File: config.mk
export PLATFORM = sky130hd
export DESIGN_NAME = pbm_mapper
export DESIGN_NICKNAME = d
export VERILOG_FILES = /design/src/design/pbm_pkg.sv /design/src/design/pbm_stack_if.sv /design/src/design/pbm_ret_stack.sv /design/src/design/pbm_mapper.sv
export VERILOG_INCLUDE_DIRS = /design/src /design/src/design
export SDC_FILE = /design/constraint.sdc
export NUM_CORES = 1
export LEC_CHECK = 0
export BUFFER_PORTS_ARGS = -buffer_cell sky130_fd_sc_hd__buf_2
export CORE_AREA = 3 3 108 110
export CTS_CLUSTER_DIAMETER = 100
export DETAILED_ROUTE_END_ITERATION = 7
export DIE_AREA = 0 0 111 113
export GPL_ROUTABILITY_DRIVEN = 0
export PLACE_DENSITY = 0.77
export SETUP_SLACK_MARGIN = 0.02
export SKIP_CTS_REPAIR_TIMING = 1
export SLEW_MARGIN = 20
export SYNTH_ARGS = -nofsm -noshare
export SYNTH_HDL_FRONTEND = slang
export SYNTH_SLANG_ARGS = --single-unit
File: constraint.sdc
create_clock -name ref_clk -period 5.1 [get_ports ref_clk]
set_input_delay 0.255 -clock ref_clk [delete_from_list [all_inputs] [get_ports ref_clk]]
set_output_delay 0.255 -clock ref_clk [all_outputs]
set_load 0.01 [all_outputs]
File: src/design/pbm_cfg.svh
// Constants for the program ROM bank mapper
`ifndef PBM_CFG_SVH
`define PBM_CFG_SVH

`define PBM_PAGE_SEL_ADDR    8'hCA
`define PBM_PAGE_CODE_LSB    0
`define PBM_PAGE_CODE_MSB    3
`define PBM_PAGE_SEL_RST     4'h0
`define PBM_PAGE_READBACK    8'h00
`define PBM_STATIC_PAGE      4'h1
`define PBM_LAST_PAGE        4'h9
`define PBM_HALF_BIT         11
`define PBM_ROM_BYTES        20480
`define PBM_ROM_USER_BYTES   20140
`define PBM_ROM_TEST_BYTES   340
`define PBM_PAGE_BYTES       2048
`define PBM_OOB_FILL         8'hFF
`define PBM_STACK_DEPTH      6
`define PBM_PC_RESET         12'hFFE
`define PBM_VEC_IRQ_LO       12'hFF0
`define PBM_VEC_IRQ_HI       12'hFF7
`define PBM_VEC_NMI_LO       12'hFFC
`define PBM_VEC_NMI_HI       12'hFFD
`define PBM_VEC_RST_LO       12'hFFE
`define PBM_VEC_RST_HI       12'hFFF
`define PBM_P0_TEST_HI       11'h07F
`define PBM_STAT_TEST_LO     12'hFA0
`define PBM_STAT_TEST_HI     12'hFEF
`define PBM_STAT_GAP_LO      12'hFF8
`define PBM_STAT_GAP_HI      12'hFFB
`define PBM_PN_TEST_HI       11'h00F

`endif

File: src/design/pbm_pkg.sv
// Types for the program ROM bank mapper
package pbm_pkg;
  typedef logic [11:0] pbm_pc_t;
  typedef logic [14:0] pbm_rom_addr_t;
  typedef logic [3:0]  pbm_page_t;
  typedef logic [2:0]  pbm_depth_t;
  typedef enum logic [2:0] {
    PBM_OP_NONE = 3'h0,
    PBM_OP_INCR = 3'h1,
    PBM_OP_LOAD = 3'h3,
    PBM_OP_PUSH = 3'h2,
    PBM_OP_POP  = 3'h6
  } pbm_op_t;
endpackage

File: src/design/pbm_stack_if.sv
// Carrier between the mapper and its return-address stack
`timescale 1ns/10ps
`default_nettype none
interface pbm_stack_if;
  import pbm_pkg::*;
  pbm_op_t    op;
  pbm_pc_t    target;
  pbm_pc_t    pc;
  pbm_depth_t depth;
  modport ctl (output op, output target, input pc, input depth);
  modport stk (input op, input target, output pc, output depth);
endinterface
`default_nettype wire

File: src/design/pbm_ret_stack.sv
// Six-level return-address stack whose top entry is the program counter
`timescale 1ns/10ps
`default_nettype none
`include "pbm_cfg.svh"
module pbm_ret_stack
  import pbm_pkg::*;
(
  input  wire logic ref_clk,
  input  wire logic rst,
  pbm_stack_if.stk  sif
);
  pbm_pc_t    ent_q [`PBM_STACK_DEPTH];
  pbm_depth_t depth_q;

  // Entry 0 is the live counter; the rest hold return addresses
  always_ff @(posedge ref_clk or posedge rst) begin
    if (rst) begin
      for (int i = 0; i < `PBM_STACK_DEPTH; i++) begin
        ent_q[i] <= `PBM_PC_RESET;
      end
    end else begin
      case (sif.op)
        PBM_OP_INCR: begin
          ent_q[0] <= ent_q[0] + 12'h001; // Wraps inside 4K
        end
        PBM_OP_LOAD: begin
          ent_q[0] <= sif.target;
        end
        PBM_OP_PUSH: begin
          // Deepest return address falls off on overflow
          for (int i = `PBM_STACK_DEPTH - 1; i > 1; i--) begin
            ent_q[i] <= ent_q[i-1];
          end
          ent_q[1] <= ent_q[0] + 12'h001;
          ent_q[0] <= sif.target;
        end
        PBM_OP_POP: begin
          for (int i = 0; i < `PBM_STACK_DEPTH - 1; i++) begin
            ent_q[i] <= ent_q[i+1];
          end
        end
        default: begin
        end
      endcase
    end
  end

  always_ff @(posedge ref_clk or posedge rst) begin
    if (rst) begin
      depth_q <= 3'h0;
    end else if (sif.op == PBM_OP_PUSH && depth_q != 3'(`PBM_STACK_DEPTH - 1)) begin
      depth_q <= depth_q + 3'h1;
    end else if (sif.op == PBM_OP_POP && depth_q != 3'h0) begin
      depth_q <= depth_q - 3'h1;
    end
  end

  assign sif.pc    = ent_q[0];
  assign sif.depth = depth_q;
endmodule
`default_nettype wire

File: src/design/pbm_mapper.sv
// Program ROM bank mapper with page register, fetch path and stack
`timescale 1ns/10ps
`default_nettype none
`include "pbm_cfg.svh"
module pbm_mapper
  import pbm_pkg::*;
(
  input  wire logic          ref_clk,
  input  wire logic          rst,
  input  wire logic          data_wr_en,
  input  wire logic          data_rd_en,
  input  wire logic [7:0]    data_addr,
  input  wire logic [7:0]    data_wdata,
  output logic      [7:0]    data_rdata_q,
  output logic               data_hit_q,
  input  wire pbm_op_t       pc_op,
  input  wire pbm_pc_t       pc_target,
  output pbm_pc_t            pc_q,
  output pbm_depth_t         stack_depth_q,
  output pbm_rom_addr_t      rom_addr_q,
  output logic               rom_rd_q,
  input  wire logic [7:0]    rom_rdata,
  output logic      [7:0]    fetch_data_q,
  output logic               fetch_valid_q,
  output logic               fetch_oob_q,
  output logic               fetch_test_area_q,
  output logic               fetch_vector_q,
  output pbm_page_t          page_code_q,
  output logic               page_written_q
);

  // Pages 0 to last fill the ROM exactly
  localparam int unsigned NUM_PAGES = 32'(`PBM_LAST_PAGE) + 1;
  localparam int unsigned MAP_BYTES = NUM_PAGES * `PBM_PAGE_BYTES;
  localparam bit          MAP_OK    = (MAP_BYTES == `PBM_ROM_BYTES) &&
                                      (`PBM_ROM_USER_BYTES + `PBM_ROM_TEST_BYTES == `PBM_ROM_BYTES);

  pbm_stack_if sif ();

  pbm_ret_stack u_stack (
    .ref_clk (ref_clk),
    .rst     (rst),
    .sif     (sif)
  );

  pbm_page_t page_sel_q;
  logic      page_seen_q;
  logic      sel_hit;
  logic      rd_oob_q;
  logic      rd_test_q;
  logic      rd_vec_q;

  // Effective page: bit 11 set means static page
  function automatic pbm_page_t eff_page(input pbm_pc_t pc, input pbm_page_t code);
    pbm_page_t pg;
    if (pc[`PBM_HALF_BIT]) begin
      pg = `PBM_STATIC_PAGE;
    end else begin
      pg = code;
    end
    return pg;
  endfunction

  // Physical address is page number above the 11-bit offset
  function automatic pbm_rom_addr_t phys_addr(input pbm_pc_t pc, input pbm_page_t code);
    return {eff_page(pc, code), pc[10:0]};
  endfunction

  function automatic logic page_oob(input pbm_pc_t pc, input pbm_page_t code);
    return eff_page(pc, code) > `PBM_LAST_PAGE;
  endfunction

  // Test-reserved bytes, which together make the reserved total
  function automatic logic test_area(input pbm_pc_t pc, input pbm_page_t code);
    pbm_page_t pg;
    logic      hit;
    pg  = eff_page(pc, code);
    hit = 1'b0;
    if (pg == 4'h0) begin
      hit = pc[10:0] <= `PBM_P0_TEST_HI;
    end else if (pg == `PBM_STATIC_PAGE) begin
      hit = ({1'b1, pc[10:0]} >= `PBM_STAT_TEST_LO && {1'b1, pc[10:0]} <= `PBM_STAT_TEST_HI) ||
            ({1'b1, pc[10:0]} >= `PBM_STAT_GAP_LO && {1'b1, pc[10:0]} <= `PBM_STAT_GAP_HI);
    end else if (pg <= `PBM_LAST_PAGE) begin
      hit = pc[10:0] <= `PBM_PN_TEST_HI;
    end
    return hit && MAP_OK;
  endfunction

  // Vector slots, reachable whatever page is selected
  function automatic logic vec_area(input pbm_pc_t pc);
    return (pc >= `PBM_VEC_IRQ_LO && pc <= `PBM_VEC_IRQ_HI) ||
           (pc >= `PBM_VEC_NMI_LO && pc <= `PBM_VEC_NMI_HI) ||
           (pc >= `PBM_VEC_RST_LO && pc <= `PBM_VEC_RST_HI);
  endfunction

  assign sel_hit    = data_addr == `PBM_PAGE_SEL_ADDR;
  assign sif.op     = pc_op;
  assign sif.target = pc_target;

  // Only the page code is kept; upper bits have no function
  // Reset value is fixed here although software must not rely on it
  always_ff @(posedge ref_clk or posedge rst) begin
    if (rst) begin
      page_sel_q <= `PBM_PAGE_SEL_RST;
    end else if (data_wr_en && sel_hit) begin
      page_sel_q <= data_wdata[`PBM_PAGE_CODE_MSB:`PBM_PAGE_CODE_LSB];
    end
  end

  // Shows whether software has loaded the register since reset
  always_ff @(posedge ref_clk or posedge rst) begin
    if (rst) begin
      page_seen_q <= 1'b0;
    end else if (data_wr_en && sel_hit) begin
      page_seen_q <= 1'b1;
    end
  end

  // Reads never return the stored code, so read-modify-write breaks
  always_ff @(posedge ref_clk or posedge rst) begin
    if (rst) begin
      data_rdata_q <= 8'h00;
    end else begin
      data_rdata_q <= `PBM_PAGE_READBACK;
    end
  end

  // One pulse per access to the register address
  always_ff @(posedge ref_clk or posedge rst) begin
    if (rst) begin
      data_hit_q <= 1'b0;
    end else begin
      data_hit_q <= (data_rd_en || data_wr_en) && sel_hit;
    end
  end

  // Stage 1: drive the ROM with the mapped address
  always_ff @(posedge ref_clk or posedge rst) begin
    if (rst) begin
      rom_addr_q <= 15'h0000;
      rom_rd_q   <= 1'b0;
    end else begin
      rom_addr_q <= phys_addr(sif.pc, page_sel_q);
      rom_rd_q   <= !page_oob(sif.pc, page_sel_q);
    end
  end

  // Stage 1 flags travel alongside the address
  always_ff @(posedge ref_clk or posedge rst) begin
    if (rst) begin
      rd_oob_q  <= 1'b0;
      rd_test_q <= 1'b0;
      rd_vec_q  <= 1'b0;
    end else begin
      rd_oob_q  <= page_oob(sif.pc, page_sel_q);
      rd_test_q <= test_area(sif.pc, page_sel_q);
      rd_vec_q  <= vec_area(sif.pc);
    end
  end

  // Stage 2: capture ROM data; missing pages read as a fixed byte
  always_ff @(posedge ref_clk or posedge rst) begin
    if (rst) begin
      fetch_data_q  <= 8'h00;
      fetch_valid_q <= 1'b0;
    end else begin
      fetch_data_q  <= rd_oob_q ? `PBM_OOB_FILL : rom_rdata;
      fetch_valid_q <= 1'b1;
    end
  end

  // Stage 2 flags line up with the fetched byte
  always_ff @(posedge ref_clk or posedge rst) begin
    if (rst) begin
      fetch_oob_q       <= 1'b0;
      fetch_test_area_q <= 1'b0;
      fetch_vector_q    <= 1'b0;
    end else begin
      fetch_oob_q       <= rd_oob_q;
      fetch_test_area_q <= rd_test_q;
      fetch_vector_q    <= rd_vec_q;
    end
  end

  // Status copies, registered so outputs come from flops
  always_ff @(posedge ref_clk or posedge rst) begin
    if (rst) begin
      pc_q          <= `PBM_PC_RESET;
      stack_depth_q <= 3'h0;
    end else begin
      pc_q          <= sif.pc;
      stack_depth_q <= sif.depth;
    end
  end

  // Page copies for observation only; software cannot read them back
  always_ff @(posedge ref_clk or posedge rst) begin
    if (rst) begin
      page_code_q    <= `PBM_PAGE_SEL_RST;
      page_written_q <= 1'b0;
    end else begin
      page_code_q    <= page_sel_q;
      page_written_q <= page_seen_q;
    end
  end

endmodule
`default_nettype wire

# Word-level counts from Yosys, hierarchy flattened
# Index checks and enable logic that the tools add are counted.
# op_classes
n_addsub	3
n_lt_le_gt_ge	14
eq_ne	7
n_mux	9
n_reduce_logical	20
# ops
cell	count
48-bit one-hot mux with 2 select lines	1
12-bit greater-or-equal comparator, second input constant	5
12-bit <= comparator, second input constant	5
12-bit one-hot mux with 3 select lines	1
12-bit by 1-bit adder with 12-bit output, second input constant	1
11-bit by 4-bit <= comparator with 1-bit output, second input constant	1
11-bit by 7-bit <= comparator with 1-bit output, second input constant	1
1-bit logical AND	9
8-bit == test, second input constant	1
8-bit two-way mux	1
3-bit by 2-bit == test with 1-bit output, second input constant	2
3-bit two-way mux	2
3-bit nonzero test	2
4-bit by 1-bit == test with 1-bit output, second input constant	1
4-bit > comparator, second input constant	1
4-bit <= comparator, second input constant	1
4-bit logical NOT	1
1-bit logical OR	4
4-bit two-way mux	1
2-bit nonzero test	2
3-bit by 1-bit adder with 3-bit output, second input constant	1
3-bit by 1-bit == test with 1-bit output, second input constant	1
3-bit == test, second input constant	1
1-bit two-way mux	3
other kinds (4)	4
# totals
regBits	132
input_bits	43
word_cells	77

# Longest topological paths before layout
# Gate-level depths: netlist of the first run.
# logic_depth
depth_word	5
mapped_depth	10

# Hierarchy
# From an unflattened synthesis of the first run, not the netlist that was laid out.
# hier_totals
cells_unflattened	530
hier_area_um2	5939.4
# by_module_without_submodules
module	instances	cells_each	area_per_inst_um2	seq_area_each_um2
pbm_ret_stack	1	423	4156.5	1959.4
pbm_mapper	1	107	1783.0	1415.1

# Worst setup path after synthesis of the first run
# Ideal clock, no wire load.
# synth_timing
path_type	input-to-reg
startpoint	in pc_op[1]
endpoint	reg u_stack.depth_q[2] (netlist: u_stack.sif.depth[2])
arrival_time_ns	1.883
t_required_ns	4.979
slack_ns	3.096
cell_stages	10
path_cell_list	buf_2 nand2b_1 nor2_2 buf_2 nand2_1 fa_1 nor3_1 a21oi_1 o22ai_1 nor2_1
# synth_via
elab_chain_len	3
elab_cells_between_ends	6
cone_classes	eq/ne (2); mux (1); reduce/logical (3)
# synth_rtl
element	line	text
from (decl)	pbm_mapper.sv:16	input wire pbm_op_t pc_op,
3-bit by 2-bit == test with 1-bit output or 3-bit == test (tied branches)	pbm_ret_stack.sv:51, pbm_ret_stack.sv:53	
1-bit logical AND (on tied branches)	pbm_ret_stack.sv:51, pbm_ret_stack.sv:53	
3-bit two-way mux or 2-bit nonzero test (tied branches)	n/a	
to (signal assigned)	pbm_ret_stack.sv:52	depth_q <= depth_q + 3'h1;
to (signal assigned)	pbm_ret_stack.sv:54	depth_q <= depth_q - 3'h1;
to (decl)	pbm_ret_stack.sv:13	pbm_depth_t depth_q;
# Parallel ways exist; a longest one is shown, timed or not.
# A chain may end at the register's enable or synchronous reset.

# Worst setup path after layout of the first run
# layout_timing
startpoint	in pc_op[2]
endpoint	reg u_stack.ent_q, in the netlist u_stack.sif.pc[4]
# layout_via
elab_chain_len	3
elab_cells_between_ends	7
cone_classes	eq/ne (4); mux (1); reduce/logical (2)
# layout_rtl
element	line	text
3-bit by 2-bit == test with 1-bit output	pbm_ret_stack.sv:22	case (sif.op)
2-bit OR reduction (no source line)	n/a	
12-bit one-hot mux with 3 select lines or 3-bit nonzero test (tied branches)	n/a	
to (signal, indexed assignment)	pbm_ret_stack.sv:19	ent_q[i] <= `PBM_PC_RESET;
to (signal, indexed assignment)	pbm_ret_stack.sv:32	ent_q[i] <= ent_q[i-1];
to (signal, indexed assignment)	pbm_ret_stack.sv:39	ent_q[i] <= ent_q[i+1];
to (decl)	pbm_ret_stack.sv:12	pbm_pc_t ent_q [`PBM_STACK_DEPTH];
# Parallel ways exist; a longest one is shown, timed or not.

==> results.json, run 1 <==
{
  "tightest_slew_ns": 1.02,
  "syn_area_sq_um": 5850,
  "synthArstFlopShare_pct": 100,
  "die_w_microns": 111,
  "power_density_nw_per_um2": 448,
  "cts.sinks": 131,
  "whs_ns": -0.0502,
  "cp.required_ns": 5.52,
  "power_frac_clock_pct": 35.6,
  "core-area_sq_um": 10800,
  "htreeDepth": 4,
  "numCtsBuffers": 17,
  "cts-root-buf": "clkbuf_8",
  "syn-instance-count": 519,
  "maxSlewHeadroom_pct": 32.1,
  "avgViaCountPerCell": 5.67,
  "dp_hpwl_mm": 7.82,
  "crit_chain": "buf_2, buf_4, inv_1, or3_1, o21ai_0, a221oi_1",
  "slowest_stage": "buf_2",
  "dp.cells": 711,
  "seq_area_sq_um": 3370,
  "cap_violations": 0,
  "final_cells": 756,
  "drc": 0,
  "die_y_microns": 113,
  "leakagePower_uw": 0.00307,
  "avgSynthCellArea_sq_um": 11.3,
  "power_switching_uw": 902,
  "vias": 4283,
  "cp_top_family": "buffers and inverters",
  "synth_cell_types": 61,
  "wirelength_mm": 13.1,
  "outcome": "finished with violations",
  "gr-usage-met1_pct": 26.8,
  "worst-path-buf-inv": 3,
  "dieArea_sq_um": 12500,
  "min_period_over_period_pct": 42.6,
  "startpoint_type": "primary input",
  "grt_pass1_vias": 4111,
  "multiInputGateArea_sq_um": 2230,
  "setup_viol": 0,
  "rsz0062_at_grt": "false",
  "drtIter0Drc": 315,
  "antenna_found_initial": 1,
  "start_util_pct": 54.2,
  "nNetsFinal": 652,
  "grt_pass1_wl_mm": 20.8,
  "synth_ff_type": "dfstp_2",
  "clock_skew_ns": 0.00557,
  "clkTransAtPathRegs_ns": 0.06,
  "cts_buffer_depth": 2,
  "yosys.area.top_type": "dfstp_2",
  "cts_tree": "yes",
  "synth-edff-count": 0,
  "wire_per_inst_microns": 17.4,
  "first_pass_iters": 8,
  "ir_worst_vdd_mv": 0.206,
  "ant_nets": 0,
  "use_met3_pct": 5.61,
  "io-pin-count": 100,
  "port_buffers": 87,
  "internal-power_uw": 2220,
  "grt_max_degree": 96,
  "combPwrFrac_pct": 15.7,
  "critical_path_arrival_ns": 2.59,
  "clock_latency_ns": 0.52,
  "synthTopCellsByCount": "dfstp_2 (77), o21ai_0 (58), dfrtp_1 (54)",
  "synth_top_area_share_pct": 34.6,
  "p_sw_share_pct": 28.9,
  "end_kind": "flip-flop",
  "layout-drive-gt1-share_pct": 38.5,
  "worstPathMaxFanout": 44,
  "grt_usage_pct": 20.6,
  "period_minus_slack_ns": 2.17,
  "p_seq_share_pct": 48.7,
  "grtUsageMet2_pct": 33.3,
  "rows": 38,
  "synth_seq_cells": 131,
  "failed_checks": "hold timing",
  "yosysMostFrequentCell": "dfstp_2",
  "antenna_cells": 0,
  "ys_warn_count": 0,
  "area_delta_synth_final_pct": 18.8,
  "hold_class": "primary input to async pin",
  "slowest_delay_ns": 0.76,
  "yosysSeqAreaShare_pct": 57.6,
  "grt.busiest_layer": "met2",
  "fmax_ghz": 0.461,
  "fill_cells": 802,
  "drv_slew": 0,
  "reg2reg_slack_ns": 3.12,
  "grt_overflow": 0,
  "hold_violations": 49,
  "setup-tns-final_ns": 0,
  "crit_type": "primary input to flip-flop",
  "synth.area.top_cells": "dfstp_2 (35%), dfrtp_1 (23%), mux2i_1 (6.5%), o21ai_0 (5.0%), nand2_1 (3.3%)"
}
[flip-flops by register name (all words and copies together) (netlist names), 3 cells and up]
signal,cells
fetch_data_q,8
page_code_q,4
page_sel_q,4
pc_q,12
rom_addr_q,14
stack_depth_q,3
u_stack.ent_q,60
u_stack.sif.depth,3
u_stack.sif.pc,12
[per-stage QoR]
| step | instance area (sq um) | power, uW | setup slack (ns) | hold WS (ns) | util (%) |
|---|---|---|---|---|---|
| after floorplan | 5880 | 1840 | 1.47 | 0.331 | - |
| after global placement | 6280 | 1970 | 2.51 | 0.336 | 58.2 |
| after detailed placement | 6280 | 2010 | 2.47 | 0.345 | 58.2 |
| after CTS | 6830 | 3120 | 3.02 | -0.0968 | 63.3 |
| after global routing | 6960 | 3280 | 2.75 | 0.0132 | 64.5 |
| final | 6960 | 3120 | 2.93 | -0.0502 | 64.5 |
[cells by family (layout without fill, tap and decap cells)]
| kind of cell | Yosys count | in the layout | share of synthesized area (%) |
|---|---|---|---|
| AND/OR/NAND/NOR | 145 | 145 | 12.9 |
| flip-flops | 131 | 131 | 57.6 |
| AO/OA/AOI/OAI | 121 | 121 | 12.9 |
| buffers and inverters | 56 | 146 | 4.79 |
| multiplexers | 54 | 54 | 9.57 |
| adder cells (fa/ha/maj) | 6 | 6 | 1.41 |
| XOR/XNOR | 4 | 4 | 0.598 |
| other | 2 | 9 | 0.128 |
[final timing paths]
check | startpoint | endpoint | cells after the start
max | pc_op[2] | u_stack.sif.pc[4] | 6
min | rst | rom_addr_q[7] | 2
max reg2reg | u_stack.sif.pc[1] | u_stack.sif.pc[10] | 5
min reg2reg | page_seen_q | page_written_q | 0
max in group asynchronous | rst | u_stack.ent_q[33] | 3
min in group ref_clk | data_wr_en | data_hit_q | 3
[cell usage in the layout, fill, tap and decap left out, types with 10 or more instances in the layout]
cell type	instances
buf_2	87
dfstp_2	77
o21ai_0	58
dfrtp_1	54
nand2_1	51
mux2i_1	38
nor2_1	20
mux2_2	16
clkbuf_16	16
o22ai_1	14
dlygate4sd3_1	13
or2_2	10
[per-layer routing]
metal  wire (microns)  vias to the layer above
met3              732                       34
met2             6590                      162
met1             5470                     2083
met4              337                        2
li1                 -                     2002
met5                7                        -
[final cells by class]
class,instances,share of cell area [%]
Clock inverter,13,1.60
Sequential cell,131,48.5
Timing Repair Buffer,104,8.56
Multi-Input combinational cell,339,32.0
Inverter,10,0.576
Tap cell,140,2.52
Clock buffer,19,6.21
[power by group through the flow]
stage	clock, uW	sequential [uW]	combinational (uW)
CTS	1130	1520	484
detailed placement	0	1530	480
floorplan	0	1470	362
global placement	0	1510	457
finish	1110	1520	490
global route	1180	1550	550
No activity file was read; power rests on OpenSTA's default activity.
==> run 2: changes to the inputs <==
Clock period 5.1 ns to 2.2 ns, I/O delays scaled along.
==> run 2 against run 1 <==
The flow still finishes with violations (hold timing). Total power up 140%. Count of clock-buffer cells in the layout up 1. Sequential share of layout area fell by 1.3 points.
==> results.json, run 2 (same netlist as run 1, synthesis figures left out) <==
{
  "cts_buffer_depth": 2,
  "power_switching_uw": 2090,
  "layout_commonest_cell": "buf_2",
  "wire_per_inst_microns": 17.1,
  "combPwrFrac_pct": 15.3,
  "start_util_pct": 54.2,
  "port_buffers": 87,
  "htreeDepth": 4,
  "critical_path_arrival_ns": 2.29,
  "holdCritStartpoint": "pc_target[10]",
  "largestRegisters": "u_stack.ent_q: 60 flops, rom_addr_q: 14 flops",
  "io-pin-count": 100,
  "grt_pass1_vias": 4146,
  "grt_overflow": 0,
  "rr_endpoint": "u_stack.sif.pc[10]",
  "drtIter0Drc": 419,
  "grt_max_degree": 132,
  "hold_violations": 1,
  "dp_hpwl_mm": 7.94,
  "worst-path-buf-inv": 0,
  "slowest_stage": "dfstp_2",
  "cts-root-buf": "clkbuf_8",
  "clkTransAtPathRegs_ns": 0.06,
  "regToRegStartpoint": "u_stack.sif.pc[1]",
  "startpoint_type": "flip-flop",
  "vias": 4366,
  "cts.sinks": 131,
  "crit_chain": "ha_1, nand3_1, nor3_1, nand2_1, a222oi_1",
  "whs_ns": -0.000686,
  "antenna_found_initial": 0,
  "grt_pass1_wl_mm": 20.4,
  "setup_viol": 0,
  "die_w_microns": 111,
  "tightest_slew_ns": 0.780,
  "p_seq_share_pct": 46.1,
  "die_y_microns": 113,
  "avgViaCountPerCell": 5.70,
  "rows": 38,
  "power_frac_clock_pct": 38.6,
  "wirelength_mm": 13.1,
  "hold_class": "primary input to flip-flop",
  "fmax_ghz": 0.535,
  "area_delta_synth_final_pct": 22.0,
  "nNetsFinal": 662,
  "first_pass_iters": 7,
  "layout_common_cells": "buf_2 (87), dfstp_2 (77), o21ai_0 (58), dfrtp_1 (54), nand2_1 (51)",
  "slowest_delay_ns": 0.65,
  "cap_violations": 0,
  "grt_usage_pct": 20.4,
  "final_area_sq_um": 7140,
  "min_period_over_period_pct": 85.0,
  "period_minus_slack_ns": 1.87,
  "ff2ff_path_depth": 5,
  "clock_skew_ns": 0.00961,
  "core-area_sq_um": 10800,
  "clock_latency_ns": 0.52,
  "failed_checks": "hold timing",
  "numCtsBuffers": 17,
  "layout-drive-gt1-share_pct": 38.5,
  "regMostFlops": "u_stack.ent_q",
  "largest_reg_flops": 60,
  "crit_type": "flip-flop to flip-flop",
  "drc": 0,
  "setup-tns-final_ns": 0,
  "min_to": "u_stack.sif.pc[10]",
  "ir_worst_vdd_mv": 0.560,
  "cp_top_family": "flip-flops",
  "p_sw_share_pct": 27.4,
  "ant_nets": 0,
  "maxSlewHeadroom_pct": 48.0,
  "drv_slew": 0,
  "placed_area_sq_um": 6330,
  "antenna_cells": 0,
  "cp.required_ns": 2.62,
  "outcome": "finished with violations",
  "end_kind": "flip-flop",
  "reg2reg_slack_ns": 0.33,
  "rsz0062_at_grt": "false",
  "leakagePower_uw": 0.00316,
  "dieArea_sq_um": 12500,
  "power_density_nw_per_um2": 1070,
  "internal-power_uw": 5540,
  "worstPathMaxFanout": 11,
  "cts_tree": "yes",
  "hold-path-cell-count": 3
}
[run 2: cell count changes in the layout (fill, tap and decap cells not counted), sizes merged]
cell	change
dlygate4sd3	+6
buf	+4
bufinv	+3
inv	-2
clkbuf	+1
clkinv	-1
clkinvlp	-1
[run 2: power groups by stage]
stage	registers [uW]	logic, uW	clock network [uW]
final	3520	1170	2940
after global routing	3590	1300	3090
after CTS	3510	1150	2990
after detailed placement	3540	1120	0
after global placement	3490	1080	0
after floorplan	3420	840	0
[run 2: tightest hold or removal path, delay by kind of cell]
family | cells | cell delay, ns
compound gates | 2 | 0.29
buf+inv | 1 | 0.11
[run 2: area by class of cell]
class | instances | area, sq um
tap | 140 | 175
clock inverter | 12 | 180
multi-input combinational | 339 | 2230
timing repair buffer | 114 | 698
clock buffer | 20 | 445
sequential | 131 | 3370
inverter | 10 | 41.3
fill | 761 | 3650
[run 2: per-layer routing]
layer / GRT usage (%) / share of wire, % / up-vias
met3: 6.42 / 5.5 / 20
met5: 0 / 0 / -
met4: 7.39 / 1.5 / 0
met1: 25.6 / 41 / 2170
met2: 33.7 / 52 / 160
li1: - / - / 2016
[run 2: worst max path at each step]
stage | start | endpoint | cells past startpoint
final | u_stack.sif.pc[1] | u_stack.sif.pc[10] | 5
after global routing | u_stack.sif.pc[1] | u_stack.sif.pc[10] | 5
after CTS | u_stack.sif.pc[1] | u_stack.sif.pc[10] | 5
after detailed placement | u_stack.sif.pc[1] | u_stack.sif.pc[10] | 5
after global placement | u_stack.sif.pc[1] | u_stack.sif.pc[6] | 5
after floorplan | pc_op[1] | u_stack.sif.depth[2] | 10
[run 2: metrics by stage]
| stage | setup WS [ns] | cells | hold WS [ns] | utilization, % | total power [uW] |
|---|---|---|---|---|---|
| after floorplan | 0.341 | 526 | 0.219 | - | 4260 |
| after global placement | 0.406 | 715 | 0.298 | 58.6 | 4570 |
| after detailed placement | 0.359 | 715 | 0.306 | 58.6 | 4660 |
| after CTS | 0.342 | 747 | -0.245 | 64.4 | 7640 |
| after global routing | 0.187 | 766 | 0.000797 | 66.2 | 7980 |
| final | 0.330 | 766 | -0.000686 | 66.2 | 7630 |
